$ cat src/hdl/otg_regs_pkg.sv
// constants for the bus line, power control and interrupt register bank
// Contract
// - control register at set 06h, clear 07h
// - ones set or clear; zeros leave bits
// - bits 0,1 pull-ups, reset low
// - bits 2,3 pull-downs, reset high
// - bit 4 grounds id pin, reset low
// - bits 5,6,7 drive, bleed, precharge; reset low
// - setting source clears bleed and precharge
// - bleed clears others; source wins over bleed
// - precharge alone clears others; zero untouched
// - live source register read-only at 08h
// - bits 0,1 vbus valid and session valid
// - bits 2,4 data line high comparators
// - bit 3 id grounded, bit 5 open
// - bit 6 auto connect done when allowed
// - bit 7 session end or level, selectable
// - latch holds events until cleared
// - falling and rising enables per condition
// - latch and enables use set/clear addresses
// - enabled edge sets latch; 0Ah/0Bh
// - falling 0Ch/0Dh, rising 0Eh/0Fh
// - disconnect seen while auto connect allowed raises plus pull-up
package otg_regs_pkg;

  localparam logic [7:0] ctrl_set_addr       = 8'h06;
  localparam logic [7:0] ctrl_clr_addr       = 8'h07;
  localparam logic [7:0] source_addr         = 8'h08;
  localparam logic [7:0] latch_set_addr      = 8'h0a;
  localparam logic [7:0] latch_clr_addr      = 8'h0b;
  localparam logic [7:0] fall_en_set_addr    = 8'h0c;
  localparam logic [7:0] fall_en_clr_addr    = 8'h0d;
  localparam logic [7:0] rise_en_set_addr    = 8'h0e;
  localparam logic [7:0] rise_en_clr_addr    = 8'h0f;

  // control register bit positions
  localparam int plus_pull_up_bit    = 0;
  localparam int minus_pull_up_bit   = 1;
  localparam int plus_pull_down_bit  = 2;
  localparam int minus_pull_down_bit = 3;
  localparam int id_ground_bit       = 4;
  localparam int power_source_bit    = 5;
  localparam int power_bleed_bit     = 6;
  localparam int power_precharge_bit = 7;

  localparam logic [7:0] ctrl_reset    = 8'h0c;
  localparam logic [7:0] latch_reset   = 8'h00;
  localparam logic [7:0] edge_en_reset = 8'h00;

endpackage

$ cat src/hdl/otg_bus_control_and_irq_status.sv
// bus line and power control, live source, latch and edge enable registers
`timescale 1ns/10ps
module otg_bus_control_and_irq_status (
  // clock and reset
  input  wire logic       clk,
  input  wire logic       nrst,

  // byte register port behind the two-wire slave
  input  wire logic [7:0] reg_addr,
  input  wire logic [7:0] reg_wdata,
  input  wire logic       reg_wr,
  input  wire logic       reg_rd,
  output logic      [7:0] reg_rdata,
  output logic            reg_rd_valid,
  output logic            reg_wr_refused,

  // comparator levels
  input  wire logic       vbus_valid_cmp,
  input  wire logic       session_valid_cmp,
  input  wire logic       plus_line_high,
  input  wire logic       minus_line_high,
  input  wire logic       id_grounded,
  input  wire logic       id_open,
  input  wire logic       session_end_cmp,
  input  wire logic       plus_line_level_cmp,

  // control bits held in other registers
  input  wire logic       session_end_select,
  input  wire logic       auto_connect_allow,
  input  wire logic       b_disconnect_seen,

  // analog switch controls
  output logic            plus_line_pull_up_en,
  output logic            minus_line_pull_up_en,
  output logic            plus_line_pull_down_en,
  output logic            minus_line_pull_down_en,
  output logic            id_ground_en,
  output logic            bus_power_source_en,
  output logic            bus_power_bleed_en,
  output logic            bus_power_precharge_en,

  // interrupt latch contents
  output logic      [7:0] latched_events
);

  typedef struct packed {
    logic [7:0] ctrl;
    logic [7:0] latch;
    logic [7:0] fall_en;
    logic [7:0] rise_en;
    logic [7:0] src_prev;
    logic       acon_done;
    logic [7:0] rdata;
    logic       rd_valid;
    logic       wr_refused;
  } state_t;

  state_t     st_reg;
  state_t     st_next;
  logic [7:0] live_src;
  logic       session_end_or_level_hit;

  // one write strobe per writable index, decoded once
  logic       wr_ctrl_set;
  logic       wr_ctrl_clr;
  logic       wr_latch_set;
  logic       wr_latch_clr;
  logic       wr_fall_set;
  logic       wr_fall_clr;
  logic       wr_rise_set;
  logic       wr_rise_clr;

  // condition edges against the previous cycle's view
  logic [7:0] rises;
  logic [7:0] falls;
  logic [7:0] edge_hits;
  logic       acon_fire;

  //////////////////////////////////////////////////////////////////////////
  // helpers

  // write-one-to-set at one address, write-one-to-clear at the other
  function automatic logic [7:0] set_clear(input logic [7:0] cur,
                                           input logic       set_wr,
                                           input logic       clr_wr,
                                           input logic [7:0] d);
    logic [7:0] r;
    r = cur;
    if (set_wr) begin
      r = cur | d;
    end
    if (clr_wr) begin
      r = cur & ~d;
    end
    return r;
  endfunction

  // a write strobe aimed at one index
  function automatic logic write_hit(input logic       wr,
                                     input logic [7:0] addr,
                                     input logic [7:0] target);
    return wr && addr == target;
  endfunction

  // never source and sink vbus at once; source beats bleed beats charge
  function automatic logic [7:0] power_priority(input logic [7:0] cur,
                                                input logic [7:0] d);
    logic [7:0] r;
    r = cur;
    if (d[otg_regs_pkg::power_source_bit]) begin
      r[otg_regs_pkg::power_source_bit]    = 1'b1;
      r[otg_regs_pkg::power_bleed_bit]     = 1'b0;
      r[otg_regs_pkg::power_precharge_bit] = 1'b0;
    end else if (d[otg_regs_pkg::power_bleed_bit]) begin
      r[otg_regs_pkg::power_source_bit]    = 1'b0;
      r[otg_regs_pkg::power_bleed_bit]     = 1'b1;
      r[otg_regs_pkg::power_precharge_bit] = 1'b0;
    end else if (d[otg_regs_pkg::power_precharge_bit]) begin
      r[otg_regs_pkg::power_source_bit]    = 1'b0;
      r[otg_regs_pkg::power_bleed_bit]     = 1'b0;
      r[otg_regs_pkg::power_precharge_bit] = 1'b1;
    end
    return r;
  endfunction

  //////////////////////////////////////////////////////////////////////////
  // live conditions

  // the select bit lives in another register, so it arrives as a level
  assign session_end_or_level_hit = session_end_select ?
                                    plus_line_level_cmp :
                                    session_end_cmp;

  always_comb begin
    live_src    = 8'h00;
    live_src[0] = vbus_valid_cmp;
    live_src[1] = session_valid_cmp;
    live_src[2] = plus_line_high;
    live_src[3] = id_grounded;
    live_src[4] = minus_line_high;
    live_src[5] = id_open;
    live_src[6] = auto_connect_allow & st_reg.acon_done;
    live_src[7] = session_end_or_level_hit;
  end

  //////////////////////////////////////////////////////////////////////////
  // write strobes and condition edges

  // control pair
  assign wr_ctrl_set  = write_hit(reg_wr, reg_addr,
                                  otg_regs_pkg::ctrl_set_addr);
  assign wr_ctrl_clr  = write_hit(reg_wr, reg_addr,
                                  otg_regs_pkg::ctrl_clr_addr);

  // latch pair
  assign wr_latch_set = write_hit(reg_wr, reg_addr,
                                  otg_regs_pkg::latch_set_addr);
  assign wr_latch_clr = write_hit(reg_wr, reg_addr,
                                  otg_regs_pkg::latch_clr_addr);

  // falling enable pair
  assign wr_fall_set  = write_hit(reg_wr, reg_addr,
                                  otg_regs_pkg::fall_en_set_addr);
  assign wr_fall_clr  = write_hit(reg_wr, reg_addr,
                                  otg_regs_pkg::fall_en_clr_addr);

  // rising enable pair
  assign wr_rise_set  = write_hit(reg_wr, reg_addr,
                                  otg_regs_pkg::rise_en_set_addr);
  assign wr_rise_clr  = write_hit(reg_wr, reg_addr,
                                  otg_regs_pkg::rise_en_clr_addr);

  // edges are taken against last cycle so a level never latches twice
  assign rises     = live_src & ~st_reg.src_prev;
  assign falls     = ~live_src & st_reg.src_prev;
  assign edge_hits = (rises & st_reg.rise_en) |
                     (falls & st_reg.fall_en);

  assign acon_fire = auto_connect_allow && b_disconnect_seen;

  //////////////////////////////////////////////////////////////////////////
  // next state

  always_comb begin
    logic       mapped;
    mapped      = 1'b0;
    st_next     = st_reg;

    st_next.src_prev = live_src;
    st_next.rd_valid = 1'b0;
    st_next.wr_refused = 1'b0;

    // control register: plain set/clear first, then the vbus arbitration
    st_next.ctrl = set_clear(st_reg.ctrl, wr_ctrl_set, wr_ctrl_clr,
                             reg_wdata);
    if (wr_ctrl_set) begin
      st_next.ctrl = power_priority(st_next.ctrl, reg_wdata);
    end

    // a disconnect seen while allowed raises the plus pull-up itself
    if (acon_fire) begin
      st_next.ctrl[otg_regs_pkg::plus_pull_up_bit] = 1'b1;
      st_next.acon_done = 1'b1;
    end else if (!auto_connect_allow) begin
      st_next.acon_done = 1'b0;
    end

    st_next.fall_en = set_clear(st_reg.fall_en,
      wr_fall_set,
      wr_fall_clr,
      reg_wdata);
    st_next.rise_en = set_clear(st_reg.rise_en,
      wr_rise_set,
      wr_rise_clr,
      reg_wdata);

    // an edge landing with a clear write still sets: the event is kept
    st_next.latch = set_clear(st_reg.latch,
      wr_latch_set,
      wr_latch_clr,
      reg_wdata) | edge_hits;

    // read mux: both addresses of a pair show the same contents
    case (reg_addr)
      otg_regs_pkg::ctrl_set_addr,
      otg_regs_pkg::ctrl_clr_addr: begin
        st_next.rdata = st_reg.ctrl;
        mapped = 1'b1;
      end
      otg_regs_pkg::source_addr: begin
        st_next.rdata = live_src;
        mapped = 1'b0;
      end
      otg_regs_pkg::latch_set_addr,
      otg_regs_pkg::latch_clr_addr: begin
        st_next.rdata = st_reg.latch;
        mapped = 1'b1;
      end
      otg_regs_pkg::fall_en_set_addr,
      otg_regs_pkg::fall_en_clr_addr: begin
        st_next.rdata = st_reg.fall_en;
        mapped = 1'b1;
      end
      otg_regs_pkg::rise_en_set_addr,
      otg_regs_pkg::rise_en_clr_addr: begin
        st_next.rdata = st_reg.rise_en;
        mapped = 1'b1;
      end
      default: begin
        st_next.rdata = 8'h00;
        mapped = 1'b0;
      end
    endcase
    if (!reg_rd) begin
      st_next.rdata = st_reg.rdata;
    end
    st_next.rd_valid = reg_rd;
    // the source register is read-only, so a write there is refused too
    st_next.wr_refused = reg_wr && !mapped;
  end

  //////////////////////////////////////////////////////////////////////////
  // state register

  always_ff @(posedge clk or negedge nrst) begin
    if (!nrst) begin
      st_reg.ctrl       <= otg_regs_pkg::ctrl_reset;
      st_reg.latch      <= otg_regs_pkg::latch_reset;
      st_reg.fall_en    <= otg_regs_pkg::edge_en_reset;
      st_reg.rise_en    <= otg_regs_pkg::edge_en_reset;
      st_reg.src_prev   <= 8'h00;
      st_reg.acon_done  <= 1'b0;
      st_reg.rdata      <= 8'h00;
      st_reg.rd_valid   <= 1'b0;
      st_reg.wr_refused <= 1'b0;
    end else begin
      st_reg <= st_next;
    end
  end

  //////////////////////////////////////////////////////////////////////////
  // outputs, all straight from the state register

  assign reg_rdata               = st_reg.rdata;
  assign reg_rd_valid            = st_reg.rd_valid;
  assign reg_wr_refused          = st_reg.wr_refused;
  assign plus_line_pull_up_en    =
    st_reg.ctrl[otg_regs_pkg::plus_pull_up_bit];
  assign minus_line_pull_up_en   =
    st_reg.ctrl[otg_regs_pkg::minus_pull_up_bit];
  assign plus_line_pull_down_en  =
    st_reg.ctrl[otg_regs_pkg::plus_pull_down_bit];
  assign minus_line_pull_down_en =
    st_reg.ctrl[otg_regs_pkg::minus_pull_down_bit];
  assign id_ground_en            =
    st_reg.ctrl[otg_regs_pkg::id_ground_bit];
  assign bus_power_source_en     =
    st_reg.ctrl[otg_regs_pkg::power_source_bit];
  assign bus_power_bleed_en      =
    st_reg.ctrl[otg_regs_pkg::power_bleed_bit];
  assign bus_power_precharge_en  =
    st_reg.ctrl[otg_regs_pkg::power_precharge_bit];
  assign latched_events          = st_reg.latch;

endmodule

$ cat config.mk
export PLATFORM = sky130hd
export DESIGN_NAME = otg_bus_control_and_irq_status
export DESIGN_NICKNAME = d
export VERILOG_FILES = /design/src/hdl/otg_regs_pkg.sv /design/src/hdl/otg_bus_control_and_irq_status.sv
export SDC_FILE = /design/constraint.sdc
export NUM_CORES = 1
export LEC_CHECK = 0
export BUFFER_PORTS_ARGS = -buffer_cell sky130_fd_sc_hd__buf_4
export CAP_MARGIN = 30
export CORE_ASPECT_RATIO = 0.6
export CORE_MARGIN = 3
export CORE_UTILIZATION = 30
export CTS_CLUSTER_DIAMETER = 80
export DETAILED_ROUTE_END_ITERATION = 8
export PLACE_DENSITY = 0.53
export SLEW_MARGIN = 25
export SYNTH_ARGS = -nofsm -noshare
export SYNTH_HDL_FRONTEND = slang
export SYNTH_SLANG_ARGS = --single-unit
$ cat constraint.sdc
create_clock -name clk -period 2.3 [get_ports clk]
set_clock_uncertainty 0.05 [all_clocks]
set_input_delay 0 -clock clk [delete_from_list [all_inputs] [get_ports clk]]
set_output_delay 0 -clock clk [all_outputs]
set_load 0.02 [all_outputs]
==> summary.md, run 1 <==
| Metric | Value |
|---|---|
| Status | `finished, final reports clean` |
| Syn nets | `292` |
| Endpoint type of the worst setup path | `register` |
| Total gr overflow | `0` |
| Via count | `2258` |
| Worst R2R Start | `st_reg[10]` |
| Port Buffers | `56` |
| Top delay family on crit path | `buffers and inverters` |
| CP max FO | `3` |
| Seq/Total Area, Yosys | `0.4597` |
| # hold bufs at CTS | `21` |
| GRT Total Usage | `0.1612` |
| R2R setup slack | `1.02 ns` |
| Synthesized area | `2781 um^2` |
| Routed WL per cell | `18.65 um` |
| Most common cell after layout, fill and taps aside | `buf_4` |
| WP data arrival | `1.52 ns` |
| Nets@finish | `338` |
| Area delta synth->final | `25.06%` |
| Die W | `130.3 um` |
| Slowest stage delay, CP | `0.56 ns` |
| Yosys cell types | `45` |
| Initial drt markers | `126` |
| Slowest-stage cell, CP | `dlygate4sd3_1` |
| Post-route cell area | `3478 um^2` |
| CP Cell Sequence | `dlygate4sd3_1 -> buf_4 -> mux2_2 -> dlygate4sd3_1` |
| Clock root buffer | `clkbuf_16` |
| Tmin final | `1.392 ns` |
| Worst vdd ir | `0.2698 mV` |
| Most common flop cell mapped by yosys | `dfrtp_1` |
| Post-DRT Antenna Nets | `0` |
| Resized cells post-CTS | `0` |
| Worst slack, placed | `0.7536 ns` |
| Filler cells | `864` |
| Relative max-transition margin | `0.5171` |
| Setup slack after layout | `0.9079 ns` |
| Unrepaired setup endpoints after global routing | `no` |
| Crit start category | `primary input` |
| Leakage power | `1.507 nW` |
| Crit path buffers/inverters | `3` |
| Postcts setup bufs | `0` |
| DR pass1 iterations | `4` |
| Endpoints failing hold | `0` |
| Die Footprint | `10500 um^2` |
| Post-synthesis register bit count | `51` |
| Ratio of cells with drive above 1 in the final layout | `0.2955` |
| Avg Synthesized Cell Area | `10.66 um^2` |
| Worst endpoint required time | `2.43 ns` |
| Clock transition at path regs | `0.07 ns` |
| Number of antenna violations at the first check in global routing | `0` |
| GP Congestion | `0.7603` |
| Clk Latency, worst-skew pair | `0.29 ns` |
| Die Y-Extent | `80.59 um` |
| Vias in the first global route | `2285` |
| Initial Util | `0.3178` |
| Final-report max-slew violation count | `0` |
| Number of flops mapped to enable cells by yosys | `0` |
| Worst Max-Slew Pin Slew | `0.7235 ns` |
| Most frequent cells in the layout | `buf_4 (58), dfrtp_1 (49), nand3_1 (25)` |
| Cell Rows | `26` |
| Tcrit/Tclk final | `0.6053` |
| CP startpoint | `session_end_cmp` |
| Syn Inst Count | `261` |
| Worst hold path type | `primary input to register` |
| Final setup fails | `0` |
| CTS max path bufs | `2` |
| Max-cap violations | `0` |
| Total negative slack | `0 ns` |
| HPWL Detailed | `5383 um` |
| Yosys Warn Count | `0` |
| Hold_sp | `reg_addr[0]` |
| # diodes | `0` |
| CTS tree | `yes` |
| Vias per cell | `5.376` |
| Placed inst area | `3112 um^2` |
| TritonCTS Sinks | `51` |
| Core ar. | `8751 um^2` |
| Largest net degree at the start of global routing | `52` |
| I/O Pins | `57` |
| Critical path class | `primary input to register` |
| Fin util | `0.3975` |
| Cts bufs inserted | `5` |
| Post-synth ARST share | `1.000` |
| DRC Markers | `0` |
| Routed WL | `7833 um` |
| Power Density | `683.5 nW/um^2` |
| Max Fclk | `718.3 MHz` |
| Most frequent CP cell | `dlygate4sd3_1` |
| H-tree Lvls | `2` |
| First-pass GRT wire length | `12880 um` |
## layer usage
metal	up-vias	part of all wire	GRT usage
met5	-	0	0
met4	0	0.013	0.04461
met3	10	0.079	0.04518
met2	82	0.39	0.2137
met1	1104	0.51	0.2490
li1	1062	-	-
## worst register-to-register path: cells and delay by family (launching register included)
family	cells	cell delay, ns
buffers and inverters	1	0.54
DFF	1	0.39
AOI/OAI and AO/OA	1	0.18
## worst paths after layout
check | end | depth (start not counted)
worst max-delay path | st_reg[18] | 4
worst min-delay path | bus_power_precharge_en | 4
worst max register to register | st_reg[10] | 2
worst min register to register | id_ground_en | 1
max in group asynchronous | latched_events[5] | 2
min in group asynchronous | st_reg[14] | 2
## kinds of logic after synthesis
kind of cell             synth area share
adder cells (fa/ha/maj)          0.003599
multiplexers                       0.1219
flip-flops                         0.4597
AND/OR/NAND/NOR                    0.1646
AO/OA/AOI/OAI                      0.1579
buffers and inverters             0.09222
## cell type report
cell class | count | area, um^2 | share of cell area
flip-flops and latches | 51 | 1279 | 0.3676
multi-input cells | 167 | 1246 | 0.3583
repair buffers | 79 | 645.6 | 0.1856
clock buffers | 8 | 156.4 | 0.04496
well taps | 112 | 140.1 | 0.04029
inverters | 3 | 11.26 | 0.003237
## where the power goes
part           switching (mW)  internal (mW)  total (mW)  leakage, nW
logic                   0.256          0.244       0.500        0.782
clock network           0.337          0.464       0.802       0.0772
registers              0.0897          0.986        1.08        0.648
## metrics by stage
stage / std cells / power (mW) / hold slack [ns]
after global routing: 420 / 2.491 / 0.02847
after detailed placement: 391 / 1.564 / 0.03640
after global placement: 391 / 1.561 / 0.03306
after floorplan: 261 / 1.391 / -0.3456
final: 420 / 2.378 / 0.01185
after CTS: 420 / 2.390 / 0.005593
## synthesized netlist by cell type, types with 2 or more instances
library cell  count  area, um^2
a22oi_1           3       22.52
and4_1            2       17.52
buf_2             6       30.03
a211o_1           4       35.03
a41oi_1           8       70.07
mux2_1            3       33.78
nand3b_1          6       45.04
dfstp_2           2       52.55
inv_1             3       11.26
and2_1            2       12.51
nand3_1          25       125.1
nor2b_1           7       43.79
and4b_1           2       20.02
clkbuf_1         13       48.80
mux2_2           20       225.2
a32oi_1           3       26.28
o21ai_0          10       50.05
nand2_1          12       45.04
o31ai_1           3       22.52
a31oi_1           2       12.51
a221o_1           8       80.08
nand4_1           6       37.54
nand2b_1          4       25.02
buf_4            17       127.6
a21oi_1           9       45.04
mux2i_1           8       80.08
buf_6             3       33.78
a221oi_1          3       26.28
dfrtp_1          49        1226
nor2_1            3       11.26
Power figures use the tool's default switching activity.
==> run 2: changes to the inputs <==
Clock period 2.3 ns to 1.33 ns, I/O delays scaled along.
==> run 2 against run 1 <==
Sequential power up 71%. Core utilization grew 3.3 points. Cell area up 8.3%. Cell count rose by 6.4%. Wire length rose by 1.1%.
==> summary.md, run 2 (same netlist as run 1, synthesis figures left out) <==
| Metric | Value |
|---|---|
| Endpoint type of the worst setup path | `register` |
| TritonCTS Sinks | `51` |
| Vias in the first global route | `2284` |
| Total negative slack | `0 ns` |
| Worst hold path type | `primary input to register` |
| # diodes | `0` |
| Die W | `130.3 um` |
| I/O Pins | `57` |
| Met2 Usage GRT | `0.2152` |
| Relative max-transition margin | `0.7241` |
| WP data arrival | `1.39 ns` |
| Most frequent CP cell | `dlygate4sd3_1` |
| Vias per cell | `5.273` |
| Total gr overflow | `0` |
| Met3 GRT Util | `0.03654` |
| Tcrit/Tclk final | `0.9477` |
| Setup slack after layout | `0.06958 ns` |
| Largest net degree at the start of global routing | `30` |
| DR pass1 iterations | `4` |
| R2r worst-path depth | `2` |
| Max Fclk | `793.4 MHz` |
| Post-DRT Antenna Nets | `0` |
| Nets@finish | `365` |
| Status | `finished, final reports clean` |
| Number of antenna violations at the first check in global routing | `0` |
| H-tree Lvls | `2` |
| Hold_sp | `reg_addr[0]` |
| Cell Rows | `26` |
| Worst R2R Start | `st_reg[10]` |
| Unrepaired setup endpoints after global routing | `no` |
| Met1 Track Usage GR | `0.2579` |
| Clk Latency, worst-skew pair | `0.29 ns` |
| Worst slack, placed | `-0.01215 ns` |
| Routed WL | `7923 um` |
| Slowest stage delay, CP | `0.54 ns` |
| Routed WL per cell | `17.72 um` |
| Crit start category | `primary input` |
| Worst vdd ir | `0.5576 mV` |
| CTS max path bufs | `2` |
| Cts bufs inserted | `5` |
| Critical path class | `primary input to register` |
| Worst endpoint required time | `1.46 ns` |
| Die Footprint | `10500 um^2` |
| CTS tree | `yes` |
| Ratio of cells with drive above 1 in the final layout | `0.3552` |
| CP max FO | `3` |
| R2r endpoint | `st_reg[10]` |
| Most frequent cells in the layout | `buf_4 (77), dfrtp_1 (49), nand3_1 (25)` |
| Final-report max-slew violation count | `0` |
| Clock root buffer | `clkbuf_16` |
| Crit path buffers/inverters | `3` |
| GRT Max-Usage Layer | `met1` |
| Top delay family on crit path | `buffers and inverters` |
| GRT Total Usage | `0.1597` |
| Tmin final | `1.260 ns` |
| Power Density | `1083 nW/um^2` |
| Area delta synth->final | `35.40%` |
| First-pass GRT wire length | `12770 um` |
| Leakage power | `1.660 nW` |
| Slowest-stage cell, CP | `dlygate4sd3_1` |
| Core ar. | `8751 um^2` |
| GP Congestion | `0.8584` |
| R2R setup slack | `0.07 ns` |
| Clock transition at path regs | `0.07 ns` |
| Hold depth | `4` |
| Worst Hold End | `bus_power_source_en` |
| DRC Markers | `0` |
| Most common cell after layout, fill and taps aside | `buf_4` |
| Port Buffers | `56` |
| HPWL Detailed | `5954 um` |
| CP Cell Sequence | `dlygate4sd3_1 -> buf_4 -> o21a_1 -> dlygate4sd3_1` |
| Via count | `2357` |
| Die Y-Extent | `80.59 um` |
| Max-cap violations | `0` |
| Worst Max-Slew Pin Slew | `0.4134 ns` |
| Final setup fails | `0` |
| Initial drt markers | `178` |
| Initial Util | `0.3178` |
| Endpoints failing hold | `0` |
==> run 2: how the worst max path moves through the flow <==
stage	end	slack [ns]	depth (start not counted)	startpoint
floorplan	reg_rdata[4]	0.06	3	id_ground_en
global placement	latched_events[3]	0.03	6	reg_addr[7]
detailed placement	reg_rdata[4]	-0.01	6	reg_addr[7]
CTS	reg_rdata[0]	0.02	5	vbus_valid_cmp
global route	reg_rdata[0]	0.02	5	vbus_valid_cmp
finish	st_reg[10]	0.07	4	b_disconnect_seen
==> run 2: per-stage QoR <==
step	area [um^2]	util	hold WS, ns	total power [mW]	instances
2_1_floorplan	2781	-	-0.3456	2.406	261
3_3_place_gp	3387	0.3870	-0.09756	2.756	416
3_5_place_dp	3387	0.3870	-0.09510	2.759	416
4_1_cts	3752	0.4288	0.02242	4.094	446
5_1_grt	3766	0.4304	0.05001	4.289	447
6_report	3766	0.4304	0.02044	4.078	447
==> run 2: report_power, final <==
group | switching (mW) | internal [mW]
clock network | 0.593 | 0.695
registers | 0.145 | 1.71
logic | 0.462 | 0.478
==> run 2: layer usage <==
metal	part of all wire	wire, um
met1	0.50	3989
met2	0.40	3151
met3	0.093	735
met4	0.0059	47
met5	0	0
==> run 2: timing repair <==
item / CTS / global route
gates resized for setup: 0 / 2
setup buffers: 0 / 1
hold buffers: 22 / 0
hold endpoints to repair: 72 / 0
setup endpoints to repair: 0 / 3
==> run 2: layout make-up <==
class	instances	area, um^2
fill	853	4985
sequential	51	1279
inverter	3	11.26
timing repair buffer	106	938.4
multi-input combinational	167	1252
clock inverter	3	20.02
tap	112	140.1
clock buffer	5	125.1
==> run 2: worst min-delay path, cell delays in order <==
cell	delay (ns)
buf_4	0.14
nand2_1	0.05
o21ai_0	0.06
a21oi_1	0.07
==> run 3: changes to the inputs <==
Clock period 1.33 ns to 1.3 ns, I/O delays scaled along.
==> run 3 against run 2 <==
Combinational power up 2.2%. Via count about the same. Critical path type unchanged. Non-clock buffer count is 2 lower.
==> summary.md, run 3 (same netlist as run 1, synthesis figures left out) <==
| Metric | Value |
|---|---|
| Post-DRT Antenna Nets | `0` |
| Leakage power | `1.643 nW` |
| H-tree Lvls | `2` |
| Hold depth | `4` |
| Status | `finished, final reports clean` |
| I/O Pins | `57` |
| Inst Count DP | `413` |
| Number of antenna violations at the first check in global routing | `0` |
| R2r endpoint | `reg_rdata[4]` |
| Via count | `2359` |
| R2r worst-path depth | `3` |
| Most frequent cells in the layout | `buf_4 (79), dfrtp_1 (49), nand3_1 (25)` |
| CTS tree | `yes` |
| GP Congestion | `0.7952` |
| CP Cell Sequence | `dlygate4sd3_1 -> buf_4 -> mux2_2 -> mux2i_1 -> a221o_1` |
| Cell Rows | `26` |
| Top delay family on crit path | `buffers and inverters` |
| Clock root buffer | `clkbuf_16` |
| # diodes | `0` |
| DR pass1 iterations | `4` |
| Crit path buffers/inverters | `2` |
| Nets@finish | `363` |
| Total gr overflow | `0` |
| Initial drt markers | `267` |
| Final-report max-slew violation count | `0` |
| Ratio of cells with drive above 1 in the final layout | `0.3393` |
| R2R setup slack | `0.08 ns` |
| Tmin final | `1.243 ns` |
| Worst hold path type | `primary input to register` |
| Power Density | `1131 nW/um^2` |
| Max Fclk | `804.7 MHz` |
| Core ar. | `8751 um^2` |
| Tcrit/Tclk final | `0.9559` |
| GRT Total Usage | `0.1628` |
| Vias per cell | `5.301` |
| Initial Util | `0.3178` |
| WP data arrival | `1.37 ns` |
| Slowest-stage cell, CP | `dlygate4sd3_1` |
| Cts bufs inserted | `5` |
| Final setup fails | `0` |
| Die Y-Extent | `80.59 um` |
| CTS max path bufs | `2` |
| Endpoint type of the worst setup path | `register` |
| Most common cell after layout, fill and taps aside | `buf_4` |
| Worst vdd ir | `0.4818 mV` |
| Die Footprint | `10500 um^2` |
| Fin util | `0.4211` |
| Unrepaired setup endpoints after global routing | `no` |
| Non-Filler Instances | `445` |
| Max-cap violations | `0` |
| First-pass GRT wire length | `12920 um` |
| Port Buffers | `56` |
| Slowest stage delay, CP | `0.52 ns` |
| TritonCTS Sinks | `51` |
| Hold_sp | `reg_addr[0]` |
| Clock transition at path regs | `0.07 ns` |
| Die W | `130.3 um` |
| Routed WL | `7963 um` |
| Worst Hold End | `bus_power_precharge_en` |
| Area delta synth->final | `32.48%` |
| Clk Latency, worst-skew pair | `0.30 ns` |
| Vias in the first global route | `2296` |
| Critical path class | `primary input to register` |
| CP max FO | `3` |
| Crit start category | `primary input` |
| Worst Max-Slew Pin Slew | `0.2886 ns` |
| Total negative slack | `0 ns` |
| Routed WL per cell | `17.89 um` |
| Relative max-transition margin | `0.8021` |
| Largest net degree at the start of global routing | `42` |
| HPWL Detailed | `5684 um` |
| Worst endpoint required time | `1.43 ns` |
| DRC Markers | `0` |
| Endpoints failing hold | `0` |
| Worst R2R Start | `id_ground_en` |
## run 3: changes by cell type in the layout (fill, tap and decap cells not counted)
cell | before | now
buf_4 | 77 | 79
clkbuf_1 | 0 | 3
clkinv_2 | 1 | 0
clkinvlp_4 | 2 | 0
dlymetal6s4s_1 | 0 | 1
buf_12 | 7 | 2
## run 3: routing by layer
metal  GRT usage  part of all wire  vias to the layer above
met4     0.04564             0.013                        0
met1      0.2520              0.53                     1166
met5           0                 0                        -
met3     0.05515             0.069                        8
met2      0.2076              0.39                       69
li1            -                 -                     1116
## run 3: cell type report
class,count,area (um^2)
clock buffers,8,136.4
well taps,112,140.1
inverters,3,11.26
repair buffers,104,865.8
multi-input cells,167,1252
fillers,861,5066
flip-flops and latches,51,1279
## run 3: how the worst max path moves through the flow
stage / start / to / slack, ns / cells after the start
final: session_end_select / latched_events[7] / 0.06 / 5
after global routing: session_end_select / latched_events[7] / 0.007 / 5
after CTS: id_ground_en / reg_rdata[4] / 0.008 / 3
after detailed placement: reg_addr[7] / latched_events[3] / -0.05 / 6
after global placement: reg_addr[7] / latched_events[3] / -0.02 / 6
after floorplan: id_ground_en / reg_rdata[4] / 0.03 / 3
## run 3: where the power goes
part	internal (mW)	switching (mW)
clock	0.718	0.586
combinational	0.477	0.483
sequential	1.74	0.158
## run 3: worst min-delay path, cell delays in order
cell	delay (ns)
buf_4	0.14
nand2_1	0.05
o21ai_0	0.06
a21oi_1	0.06
## run 3: through the flow
| step | hold WS (ns) | instance area, um^2 | setup slack (ns) | power (mW) |
|---|---|---|---|---|
| after detailed placement | -0.1501 | 3302 | -0.04667 | 2.828 |
| final | 0.01712 | 3685 | 0.05728 | 4.169 |
| after global placement | -0.1425 | 3302 | -0.02338 | 2.820 |
| after global routing | 0.05746 | 3685 | 0.007322 | 4.391 |
| after CTS | 0.01445 | 3669 | 0.008189 | 4.208 |
| after floorplan | -0.3456 | 2781 | 0.03310 | 2.461 |
## run 3: repair_timing
| action | 4_1_cts | 5_1_grt |
|---|---|---|
| endpoints found under the hold margin | 72 | 0 |
| buffers inserted | 0 | 1 |
| hold buffers | 23 | 0 |
| setup endpoints to repair | 0 | 3 |
| gates resized for setup | 0 | 3 |
